[config.mk]
export PLATFORM = sky130hd
export DESIGN_NAME = prl_regs
export DESIGN_NICKNAME = d
export VERILOG_FILES = /design/src/hdl/prl_pkg.sv /design/src/hdl/prl_regs.sv
export VERILOG_INCLUDE_DIRS = /design/src /design/src/hdl
export SDC_FILE = /design/constraint.sdc
export NUM_CORES = 1
export LEC_CHECK = 0
export BUFFER_PORTS_ARGS = -buffer_cell sky130_fd_sc_hd__buf_4
export CORE_MARGIN = 1.5
export CORE_UTILIZATION = 50
export CTS_CLUSTER_SIZE = 25
export DETAILED_ROUTE_END_ITERATION = 7
export PLACE_DENSITY = 0.8
export SYNTH_ARGS = -nofsm -noshare
export SYNTH_HDL_FRONTEND = slang
export SYNTH_SLANG_ARGS = --single-unit
export TNS_END_PERCENT = 20
[constraint.sdc]
create_clock -name i_clk -period 2.2 [get_ports i_clk]
set_input_delay 0.44 -clock i_clk [delete_from_list [all_inputs] [get_ports i_clk]]
set_output_delay 0.44 -clock i_clk [all_outputs]
set_load 0.05 [all_outputs]
[src/hdl/prl_params.svh]
// Purpose: offsets, field positions, reset values of the port registers
// Assumes: config space byte offsets, one aligned dword per access
// Notes:   definitions only
`ifndef PRL_PARAMS_SVH
`define PRL_PARAMS_SVH
// byte offsets of the dwords in configuration space
`define PRL_OFS_DEVCTL      8'h98
`define PRL_OFS_LINK_CAP    8'h9C
`define PRL_OFS_LINK_CTL    8'hA0
// device control fields
`define PRL_DC_EXTTAG       8
`define PRL_DC_MPS_LO       5
`define PRL_DC_RLXORD       4
`define PRL_DC_UR_EN        3
`define PRL_DC_FATAL_EN     2
`define PRL_DC_NONFATAL_EN  1
`define PRL_DC_CORR_EN      0
`define PRL_DC_WMASK        16'h01EF
// device status flags, bit 5 is pending
`define PRL_DS_UR           3
`define PRL_DS_FATAL        2
`define PRL_DS_NONFATAL     1
`define PRL_DS_CORR         0
`define PRL_DS_PEND         5
// payload size codes
`define PRL_MPS_128         3'h0
`define PRL_MPS_256         3'h1
// link capability defaults and fixed bits
`define PRL_LC_PORT_RST     8'h00
`define PRL_LC_FIXED        4'hE
`define PRL_LC_L1_RST       3'h2
`define PRL_LC_L0S_RST      3'h3
`define PRL_LC_ASPM_RST     2'h3
`define PRL_LC_WIDTH_RST    6'h04
`define PRL_LC_SPD_GEN1     4'h1
`define PRL_LC_SPD_GEN2     4'h2
`endif

[src/hdl/prl_pkg.sv]
// Purpose: types shared by the port register bank
// Assumes: nothing
// Notes:   constants live in prl_params.svh
package prl_pkg;
  // one configuration access
  typedef struct packed {
    logic        wr;
    logic        rd;
    logic [7:0]  addr;
    logic [3:0]  be;
    logic [31:0] wdata;
  } prl_cfg_req_t;
  // error events seen by the port, one-cycle pulses
  typedef struct packed {
    logic ur_np;       // inbound non-posted request unsupported
    logic ur_fwd_cpl;  // forwarded peer completion with UR status
    logic fatal;
    logic nonfatal;
    logic corr;
  } prl_err_evt_t;
  // error report events toward system error logic
  typedef struct packed {
    logic ur;
    logic fatal;
    logic nonfatal;
    logic corr;
  } prl_err_rpt_t;
  // link capability write-once content
  typedef struct packed {
    logic [7:0] port_num;
    logic [2:0] l1_lat;
    logic [2:0] l0s_lat;
    logic [1:0] aspm;
    logic [5:0] width;
    logic [3:0] speed;
  } prl_link_cap_t;
endpackage

[src/hdl/prl_regs.sv]
// Purpose: device control/status and link capability registers of a port
// Assumes: single clock, config accesses and error events on i_clk
// Notes:   read data returns one cycle after the read strobe
//
// Overview of operation
// - control bit 8 is read-write and enables 8-bit requester tags.
// - payload code 001 means 256 bytes; everything else 128 bytes.
// - port limits own and accepted payloads to the programmed size.
// - relaxed ordering bit reads zero; never set on own requests.
// - control bit 3 enables reporting of detected unsupported requests.
// - control bit 2 enables reporting of link fatal errors.
// - control bit 1 enables reporting of link non-fatal errors.
// - control bit 0 enables reporting of link correctable errors.
// - enables gate only link errors, never internal unit errors.
// - transactions pending status bit always reads zero.
// - status bit 3 sets on inbound unsupported non-posted request.
// - forwarded peer UR completions never set status bit 3.
// - status bits 2..0 set regardless of enables; write one clears.
// - firmware writes port number once; port reports it.
// - capability bits 21..19 read one, clock PM bit reads zero.
// - L1 exit latency field is write-once, default 010.
// - L0s exit latency field is write-once, default 011.
// - ASPM support field is write-once, default 11.
// - maximum width field is write-once, default x4 code.
// - speed field is write-once; chipset port defaults to 0001.
// - chipset port link control bits 11..9 read zero.
// - max payload supported is 256 bytes, chipset port 128.
`include "prl_params.svh"
`timescale 1ns/1ns
`default_nettype none
module prl_regs
  import prl_pkg::*;
#(
  parameter bit IS_CHIPSET_PORT = 1'b0
) (
  input  wire logic         i_clk,
  input  wire logic         i_reset,
  input  wire prl_cfg_req_t i_cfg,
  input  wire prl_err_evt_t i_err_evt,
  input  wire logic         i_int_err,
  output logic [31:0]       o_cfg_rdata,
  output logic              o_cfg_rvalid,
  output logic              o_ext_tag_en,
  output logic              o_mps_256,
  output logic              o_relaxed_ord,
  output prl_err_rpt_t      o_err_rpt,
  output logic              o_int_err_rpt,
  output prl_link_cap_t     o_link_cap
);

  // speed default differs per port kind
  localparam logic [3:0] SPD_RST = IS_CHIPSET_PORT ?
    `PRL_LC_SPD_GEN1 : `PRL_LC_SPD_GEN2;

  // true when any byte lane of bits hi..lo is enabled
  function automatic logic lane_hit(input logic [3:0] be,
                                    input int lo,
                                    input int hi);
    logic hit;
    hit = 1'b0;
    for (int b = 0; b < 4; b++) begin
      if (be[b] && (b >= lo / 8) && (b <= hi / 8)) begin
        hit = 1'b1;
      end
    end
    return hit;
  endfunction

  logic [15:0]    devctl_reg;
  logic [3:0]     dev_status_reg;
  prl_link_cap_t  link_cap_reg;
  logic [5:0]     wo_lock_reg;
  logic           wr_dc;
  logic           wr_lc;
  logic [3:0]     sts_set;
  logic [3:0]     sts_clr;
  logic [5:0]     wo_hit;
  logic [31:0]    lc_word;

  // access decode
  assign wr_dc = i_cfg.wr && (i_cfg.addr == `PRL_OFS_DEVCTL);
  assign wr_lc = i_cfg.wr && (i_cfg.addr == `PRL_OFS_LINK_CAP);

  // hardware set terms; forwarded completions are not counted
  assign sts_set = {i_err_evt.ur_np,
                    i_err_evt.fatal,
                    i_err_evt.nonfatal,
                    i_err_evt.corr};
  // write-one clear from the upper half of the dword
  assign sts_clr = (wr_dc && i_cfg.be[2]) ?
                   i_cfg.wdata[19:16] : 4'h0;

  // byte lanes touched per write-once field
  assign wo_hit = {lane_hit(i_cfg.be, 24, 31),
                   lane_hit(i_cfg.be, 15, 17),
                   lane_hit(i_cfg.be, 12, 14),
                   lane_hit(i_cfg.be, 10, 11),
                   lane_hit(i_cfg.be, 4, 9),
                   lane_hit(i_cfg.be, 0, 3)};

  // device control: tag, payload and reporting enables
  always_ff @(posedge i_clk) begin
    if (i_reset) begin
      devctl_reg <= 16'h0000;
    end else if (wr_dc) begin
      for (int b = 0; b < 2; b++) begin
        if (i_cfg.be[b]) begin
          devctl_reg[b*8 +: 8] <= i_cfg.wdata[b*8 +: 8] &
            8'(`PRL_DC_WMASK >> (b*8));
        end
      end
    end
  end

  // device status flags, set wins over clear
  always_ff @(posedge i_clk) begin
    if (i_reset) begin
      dev_status_reg <= 4'h0;
    end else begin
      dev_status_reg <= (dev_status_reg & ~sts_clr) | sts_set;
    end
  end

  // link capability write-once fields
  always_ff @(posedge i_clk) begin
    if (i_reset) begin
      link_cap_reg.port_num <= `PRL_LC_PORT_RST;
      link_cap_reg.l1_lat   <= `PRL_LC_L1_RST;
      link_cap_reg.l0s_lat  <= `PRL_LC_L0S_RST;
      link_cap_reg.aspm     <= `PRL_LC_ASPM_RST;
      link_cap_reg.width    <= `PRL_LC_WIDTH_RST;
      link_cap_reg.speed    <= SPD_RST;
      wo_lock_reg           <= 6'h00;
    end else if (wr_lc) begin
      if (wo_hit[5] && !wo_lock_reg[5]) begin
        link_cap_reg.port_num <= i_cfg.wdata[31:24];
      end
      if (wo_hit[4] && !wo_lock_reg[4]) begin
        link_cap_reg.l1_lat <= i_cfg.wdata[17:15];
      end
      if (wo_hit[3] && !wo_lock_reg[3]) begin
        link_cap_reg.l0s_lat <= i_cfg.wdata[14:12];
      end
      if (wo_hit[2] && !wo_lock_reg[2]) begin
        link_cap_reg.aspm <= i_cfg.wdata[11:10];
      end
      if (wo_hit[1] && !wo_lock_reg[1]) begin
        link_cap_reg.width <= i_cfg.wdata[9:4];
      end
      if (wo_hit[0] && !wo_lock_reg[0]) begin
        link_cap_reg.speed <= i_cfg.wdata[3:0];
      end
      wo_lock_reg <= wo_lock_reg | wo_hit;
    end
  end

  // assembled capability word with fixed bits
  assign lc_word = {link_cap_reg.port_num, 2'b00,
                    `PRL_LC_FIXED,
                    link_cap_reg.l1_lat, link_cap_reg.l0s_lat,
                    link_cap_reg.aspm, link_cap_reg.width,
                    link_cap_reg.speed};

  // read path, unmapped offsets return zero
  always_ff @(posedge i_clk) begin
    if (i_reset) begin
      o_cfg_rdata  <= 32'h0000_0000;
      o_cfg_rvalid <= 1'b0;
    end else begin
      o_cfg_rvalid <= i_cfg.rd;
      if (i_cfg.rd) begin
        unique case (i_cfg.addr)
          `PRL_OFS_DEVCTL: o_cfg_rdata <= {12'h000, dev_status_reg,
                                           devctl_reg};
          `PRL_OFS_LINK_CAP: o_cfg_rdata <= lc_word;
          `PRL_OFS_LINK_CTL: o_cfg_rdata <= 32'h0000_0000;
          default:         o_cfg_rdata <= 32'h0000_0000;
        endcase
      end
    end
  end

  // steering outputs toward the transaction logic
  always_ff @(posedge i_clk) begin
    if (i_reset) begin
      o_ext_tag_en  <= 1'b0;
      o_mps_256     <= 1'b0;
      o_relaxed_ord <= 1'b0;
      o_link_cap    <= '0;
    end else begin
      o_ext_tag_en  <= devctl_reg[`PRL_DC_EXTTAG];
      o_mps_256     <= !IS_CHIPSET_PORT &&
        (devctl_reg[`PRL_DC_MPS_LO +: 3] == `PRL_MPS_256);
      o_relaxed_ord <= 1'b0;
      o_link_cap    <= link_cap_reg;
    end
  end

  // error report events, link errors gated by enables
  always_ff @(posedge i_clk) begin
    if (i_reset) begin
      o_err_rpt     <= '0;
      o_int_err_rpt <= 1'b0;
    end else begin
      o_err_rpt.ur       <= sts_set[3] &
                            devctl_reg[`PRL_DC_UR_EN];
      o_err_rpt.fatal    <= sts_set[2] &
                            devctl_reg[`PRL_DC_FATAL_EN];
      o_err_rpt.nonfatal <= sts_set[1] &
                            devctl_reg[`PRL_DC_NONFATAL_EN];
      o_err_rpt.corr     <= sts_set[0] &
                            devctl_reg[`PRL_DC_CORR_EN];
      o_int_err_rpt      <= i_int_err;
    end
  end
endmodule
`default_nettype wire
==> results of run 1 <==
worst max-delay path: cells and delay by family:
| family | cells | cell delay [ns] |
|---|---|---|
| multiplexers | 1 | 0.34 |
| buffers and inverters | 2 | 0.35 |
| AND/OR/NAND/NOR | 2 | 0.94 |
worst paths after layout:
check | end | slack (ns) | depth (start not counted)
hold / removal | o_cfg_rvalid$_SDFF_PP0_ | 0.28 | 2
setup / recovery | lc_word[25]$_SDFFE_PP0P_ | 0.38 | 5
setup reg to reg | lc_word[25]$_SDFFE_PP0P_ | 0.93 | 3
hold reg to reg | o_err_rpt[0]$_SDFF_PP0_ | 0.46 | 2
layout make-up:
class | count | area, um^2
Clock buffer | 9 | 124
Clock inverter | 7 | 83.8
Multi-Input combinational cell | 219 | 1520
Sequential cell | 107 | 2140
Timing Repair Buffer | 131 | 983
Inverter | 11 | 41.3
Fill cell | 602 | 2310
Tap cell | 99 | 124
stage by stage:
step | TNS [ns] | worst slack, ns
3_5_place_dp | -0.0213 | -0.0100
3_3_place_gp | 0 | 0.0371
4_1_cts | 0 | 0.386
5_1_grt | 0 | 0.323
6_report | 0 | 0.383
2_1_floorplan | 0 | 0.146
cell families (layout without fill, tap and decap cells):
logic type	after synthesis	after routing
AND/OR/NAND/NOR	124	124
multiplexers	40	40
other	1	3
buffers and inverters	38	158
flip-flops	107	107
AO/OA/AOI/OAI	52	52
routing by layer:
layer | track usage | routed length, um | vias to the layer above
li1 | - | - | 1467
met4 | 0.0966 | 198 | 0
met2 | 0.382 | 4520 | 87
met5 | 0 | 0 | -
met1 | 0.246 | 3660 | 1420
met3 | 0.0497 | 394 | 19
cell usage after synthesis (all sizes together), types with 2 or more instances:
cell type / number / area [um^2]
a21o: 2 / 15.0
a21oi: 6 / 30.0
a22o: 16 / 140
a31oi: 2 / 12.5
a41oi: 4 / 35.0
and4b: 2 / 20.0
buf: 7 / 46.3
clkbuf: 20 / 75.1
dfxtp: 107 / 2140
inv: 11 / 41.3
mux2: 13 / 146
mux2i: 27 / 270
nand2: 19 / 71.3
nand2b: 18 / 113
nand3: 5 / 25.0
nand4: 2 / 12.5
nor2: 24 / 90.1
nor2b: 36 / 225
nor3: 3 / 20.0
nor4: 7 / 77.6
nor4b: 2 / 17.5
o21ai: 14 / 70.1
o31ai: 6 / 45.0
where the power goes:
part / total [mW] / switching [mW] / internal, mW
combinational: 0.253 / 0.144 / 0.109
clock: 1.23 / 0.686 / 0.549
sequential: 1.96 / 0.00636 / 1.95
==> impl_metrics.env, run 1 <==
export IMPL_vias_per_cell=5.13
export IMPL_synth_cell_area_mm2=0.00381
export IMPL_nets=533
export IMPL_h_tree_depth=3
export IMPL_syn_avg_cell_area_um2=10.5
export IMPL_start_kind="input pin"
export IMPL_finalHoldViolations=0
export IMPL_cts_buffer_depth=2
export IMPL_dp_cells=567
export IMPL_slew_headroom=0.452
export IMPL_cpMaxStageDelayCell="or4b_1"
export IMPL_synthFlopType="dfxtp_1"
export IMPL_cts_root_buf="clkbuf_8"
export IMPL_path_max_fanout=8
export IMPL_drv_cap=0
export IMPL_die_area_mm2=0.00816
export IMPL_ir_worst_vdd_mv=0.357
export IMPL_crit_type="in -> reg"
export IMPL_worstPathCellList="buf_4 -> or4b_1 -> nor4_4 -> buf_4 -> mux2_2"
export IMPL_antenna_found_initial=0
export IMPL_ctsResizeCount=0
export IMPL_cts_tree="done"
export IMPL_status="finished, final reports clean"
export IMPL_gp_congestion=0.810
export IMPL_finalPower_mw=3.44
export IMPL_clk_pin_slew_ns=0.11
export IMPL_grt_max_degree=83
export IMPL_die_w_um=90.3
export IMPL_grt_pass1_wl_um=13800
export IMPL_min_period_over_period=0.826
export IMPL_io_pins=121
export IMPL_synthAdderAreaFrac=0
export IMPL_clk_insertion_delay_late_ns=0.37
export IMPL_diodes=0
export IMPL_core_mm2=0.00733
export IMPL_synth_compound_area_share=0.0965
export IMPL_required_ns=2.45
export IMPL_drive_gt1_frac=0.343
export IMPL_vias=2993
export IMPL_area_delta_synth_final_pct=31.6
export IMPL_wl_um=8770
export IMPL_cts_inserted_buffers=9
export IMPL_synth_seq_cells=107
export IMPL_detail_route_antenna_nets=0
export IMPL_synth_edf_count=0
export IMPL_whs_ns=0.277
export IMPL_io_buffers=112
export IMPL_crit_arrival_ns=2.07
export IMPL_rsz0062_at_grt="no"
export IMPL_crit_start="i_cfg[36]"
export IMPL_grt_remaining_overflow=0
export IMPL_post_cts_buffers=0
export IMPL_holdCritStartpoint="i_reset"
export IMPL_final_util=0.684
export IMPL_stdcell_count=583
export IMPL_cpPeakStageDelay_ns=0.67
export IMPL_synthXorXnorAreaFrac=0
export IMPL_drt_iter0_markers=165
export IMPL_placed_cell_area_mm2=0.00481
export IMPL_regMostFlops="o_cfg_rdata"
export IMPL_max_freq_ghz=0.550
export IMPL_synth_mux_area_frac=0.109
export IMPL_cts_hold_buf=0
export IMPL_synth_simple_gate_area_frac=0.189
export IMPL_largest_reg_flops=29
export IMPL_initial_core_util=0.520
export IMPL_postSynthCellCount=362
export IMPL_power_density_mw_per_mm2=687
export IMPL_layout_common_cells="131 x buf_4, 107 x dfxtp_1, 36 x nor2b_1, 27 x mux2i_1, 23 x nor2_1"
export IMPL_stdcell_area_mm2=0.00502
export IMPL_yosys_warnings=0
export IMPL_drc=0
export IMPL_final_common_cell="buf_4"
export IMPL_hold_path_class="in -> reg"
export IMPL_p_leak_nw=2.22
export IMPL_grt_usage=0.215
export IMPL_ys_seq_area_frac=0.562
export IMPL_ys_types=38
export IMPL_setup_violations=0
export IMPL_crit_path_end_kind="flop"
export IMPL_slew_viol_final=0
export IMPL_cts_sinks=107
export IMPL_tightest_slew_ns=0.821
export IMPL_grt_pass1_vias=2860
export IMPL_clock_skew_ns=0.0125
export IMPL_drt_pass1_iterations=4
export IMPL_fin_crit_ns=1.82
export IMPL_synth_top_family_by_area="simple AND/OR/NAND/NOR gates"
export IMPL_rows=31
export IMPL_die_y_um=90.3
export IMPL_crit_top_cell="buf_4"
export IMPL_wl_per_cell_um=15.0
export IMPL_postSynth_asyncResetShare=0
export IMPL_hpwlAfterDp_um=6280
export IMPL_r2r_start="wo_lock_reg[5]$_SDFFE_PP0P_"
Power figures use the tool's default switching activity.
==> run 2, diff against run 1 <==
==> constraint.sdc (replaced) <==
create_clock -name i_clk -period 1.7 [get_ports i_clk]
set_input_delay 0.34 -clock i_clk [delete_from_list [all_inputs] [get_ports i_clk]]
set_output_delay 0.34 -clock i_clk [all_outputs]
set_load 0.05 [all_outputs]
==> run 2 against run 1 <==
- via count decreased by 2.0%
- global-route usage about the same
- highest routed layer unchanged
- clock skew about the same
- setup slack got worse by 0.23 ns
- power increased by 27%
- die area unchanged
- clock-buffer cell count increased by 2
- core utilization increased by 1.1 points
- largest cell class unchanged
- register-to-register slack got worse by 0.49 ns
- first-iteration DRC count increased by 12%
- wire length decreased by 3.2%
==> impl_metrics.env, run 2 (same netlist as run 1, synthesis figures left out) <==
export IMPL_crit_path_end_kind="flop"
export IMPL_clk_insertion_delay_late_ns=0.36
export IMPL_drt_iter0_markers=184
export IMPL_cts_hold_buf=0
export IMPL_p_leak_nw=2.26
export IMPL_layout_common_cells="137 x buf_4, 107 x dfxtp_1, 36 x nor2b_1, 27 x mux2i_1, 23 x nor2_1"
export IMPL_regMostFlops="o_cfg_rdata"
export IMPL_final_common_cell="buf_4"
export IMPL_worstRegToRegCells=3
export IMPL_final_util=0.695
export IMPL_cts_tree="done"
export IMPL_largest_reg_flops=29
export IMPL_io_pins=121
export IMPL_slew_viol_final=0
export IMPL_crit_type="in -> reg"
export IMPL_setup_violations=0
export IMPL_wl_um=8490
export IMPL_gp_congestion=0.815
export IMPL_cp_endpoint="lc_word[10]$_SDFFE_PP1P_"
export IMPL_grt_max_degree=55
export IMPL_die_area_mm2=0.00816
export IMPL_start_kind="input pin"
export IMPL_cts_root_buf="clkbuf_8"
export IMPL_hpwlAfterDp_um=6160
export IMPL_path_max_fanout=5
export IMPL_post_cts_buffers=0
export IMPL_hold_path_class="in -> reg"
export IMPL_whs_ns=0.193
export IMPL_status="finished, final reports clean"
export IMPL_drc=0
export IMPL_finalHoldViolations=0
export IMPL_crit_arrival_ns=1.83
export IMPL_diodes=0
export IMPL_fin_crit_ns=1.54
export IMPL_worst_r2r_setup_slack_ns=0.44
export IMPL_crit_start="i_cfg[37]"
export IMPL_drv_cap=0
export IMPL_drt_pass1_iterations=4
export IMPL_wl_per_cell_um=14.4
export IMPL_max_freq_ghz=0.648
export IMPL_antenna_found_initial=0
export IMPL_h_tree_depth=3
export IMPL_vias=2934
export IMPL_grt_remaining_overflow=0
export IMPL_grt_usage=0.216
export IMPL_vias_per_cell=4.96
export IMPL_cts_buffer_depth=2
export IMPL_power_density_mw_per_mm2=856
export IMPL_grt_pass1_vias=2848
export IMPL_nets=541
export IMPL_detail_route_antenna_nets=0
export IMPL_die_w_um=90.3
export IMPL_clock_skew_ns=0.0129
export IMPL_cts_sinks=107
export IMPL_tns_ns=0
export IMPL_clk_pin_slew_ns=0.09
export IMPL_ir_worst_vdd_mv=0.504
export IMPL_initial_core_util=0.520
export IMPL_grt_pass1_wl_um=14000
export IMPL_drive_gt1_frac=0.352
export IMPL_cts_inserted_buffers=9
export IMPL_core_mm2=0.00733
export IMPL_min_period_over_period=0.907
export IMPL_rows=31
export IMPL_rsz0062_at_grt="no"
export IMPL_r2r_start="wo_lock_reg[5]$_SDFFE_PP0P_"
export IMPL_area_delta_synth_final_pct=33.6
export IMPL_required_ns=1.98
export IMPL_io_buffers=112
export IMPL_ctsResizeCount=0
export IMPL_die_y_um=90.3
export IMPL_r2r_end="lc_word[31]$_SDFFE_PP0P_"
## run 2: cell types whose count changed in the layout (fill, tap and decap cells not counted), moves of 2 or more
| cell | before | now |
|---|---|---|
| buf_4 | 131 | 137 |
| clkbuf_1 | 0 | 2 |
| buf_12 | 0 | 2 |
| inv_8 | 2 | 0 |
| clkinv_2 | 1 | 3 |
## run 2: metrics by stage
stage	area (um^2)	worst slack, ns	power (mW)	instances
after detailed placement	4910	-0.239	2.93	575
after global placement	4910	-0.190	2.92	575
after global routing	5090	0.0858	4.52	591
final	5090	0.157	4.36	591
after CTS	5090	0.139	4.38	591
after floorplan	3850	-0.173	2.77	364
## run 2: how the worst min path moves through the flow
stage,from,endpoint,depth (start not counted)
2_1_floorplan,devctl_reg[1]$_SDFFE_PP0P_,o_err_rpt[1]$_SDFF_PP0_,2
3_3_place_gp,devctl_reg[2]$_SDFFE_PP0P_,o_err_rpt[2]$_SDFF_PP0_,2
3_5_place_dp,devctl_reg[0]$_SDFFE_PP0P_,o_err_rpt[0]$_SDFF_PP0_,2
4_1_cts,i_int_err,o_int_err_rpt$_SDFF_PP0_,2
5_1_grt,i_int_err,o_int_err_rpt$_SDFF_PP0_,2
6_report,i_int_err,o_int_err_rpt$_SDFF_PP0_,2
## run 2: routing by layer
metal	global-route usage	routed length [um]
met1	0.276	3750
met2	0.357	4180
met4	0.0648	97
met3	0.0564	465
met5	0	0
## run 2: area by class of cell
cell class | count | area, um^2
clock buffers | 11 | 131
clock inverters | 5 | 53.8
fillers | 573 | 2240
inverters | 11 | 41.3
multi-input cells | 219 | 1530
flip-flops and latches | 107 | 2140
well taps | 99 | 124
repair buffers | 139 | 1070
## run 2: power breakdown
part	switching (mW)	total, mW	internal (mW)
Clock	0.809	1.49	0.678
Sequential	0.00712	2.53	2.52
Combinational	0.189	0.343	0.153
Total	1.01	4.36	3.36
## run 2: critical path, stage by stage
cell,delay [ns]
buf_4,0.12
or4b_4,0.60
buf_4,0.17
nor4_1,0.25
buf_4,0.18
mux2i_1,0.17
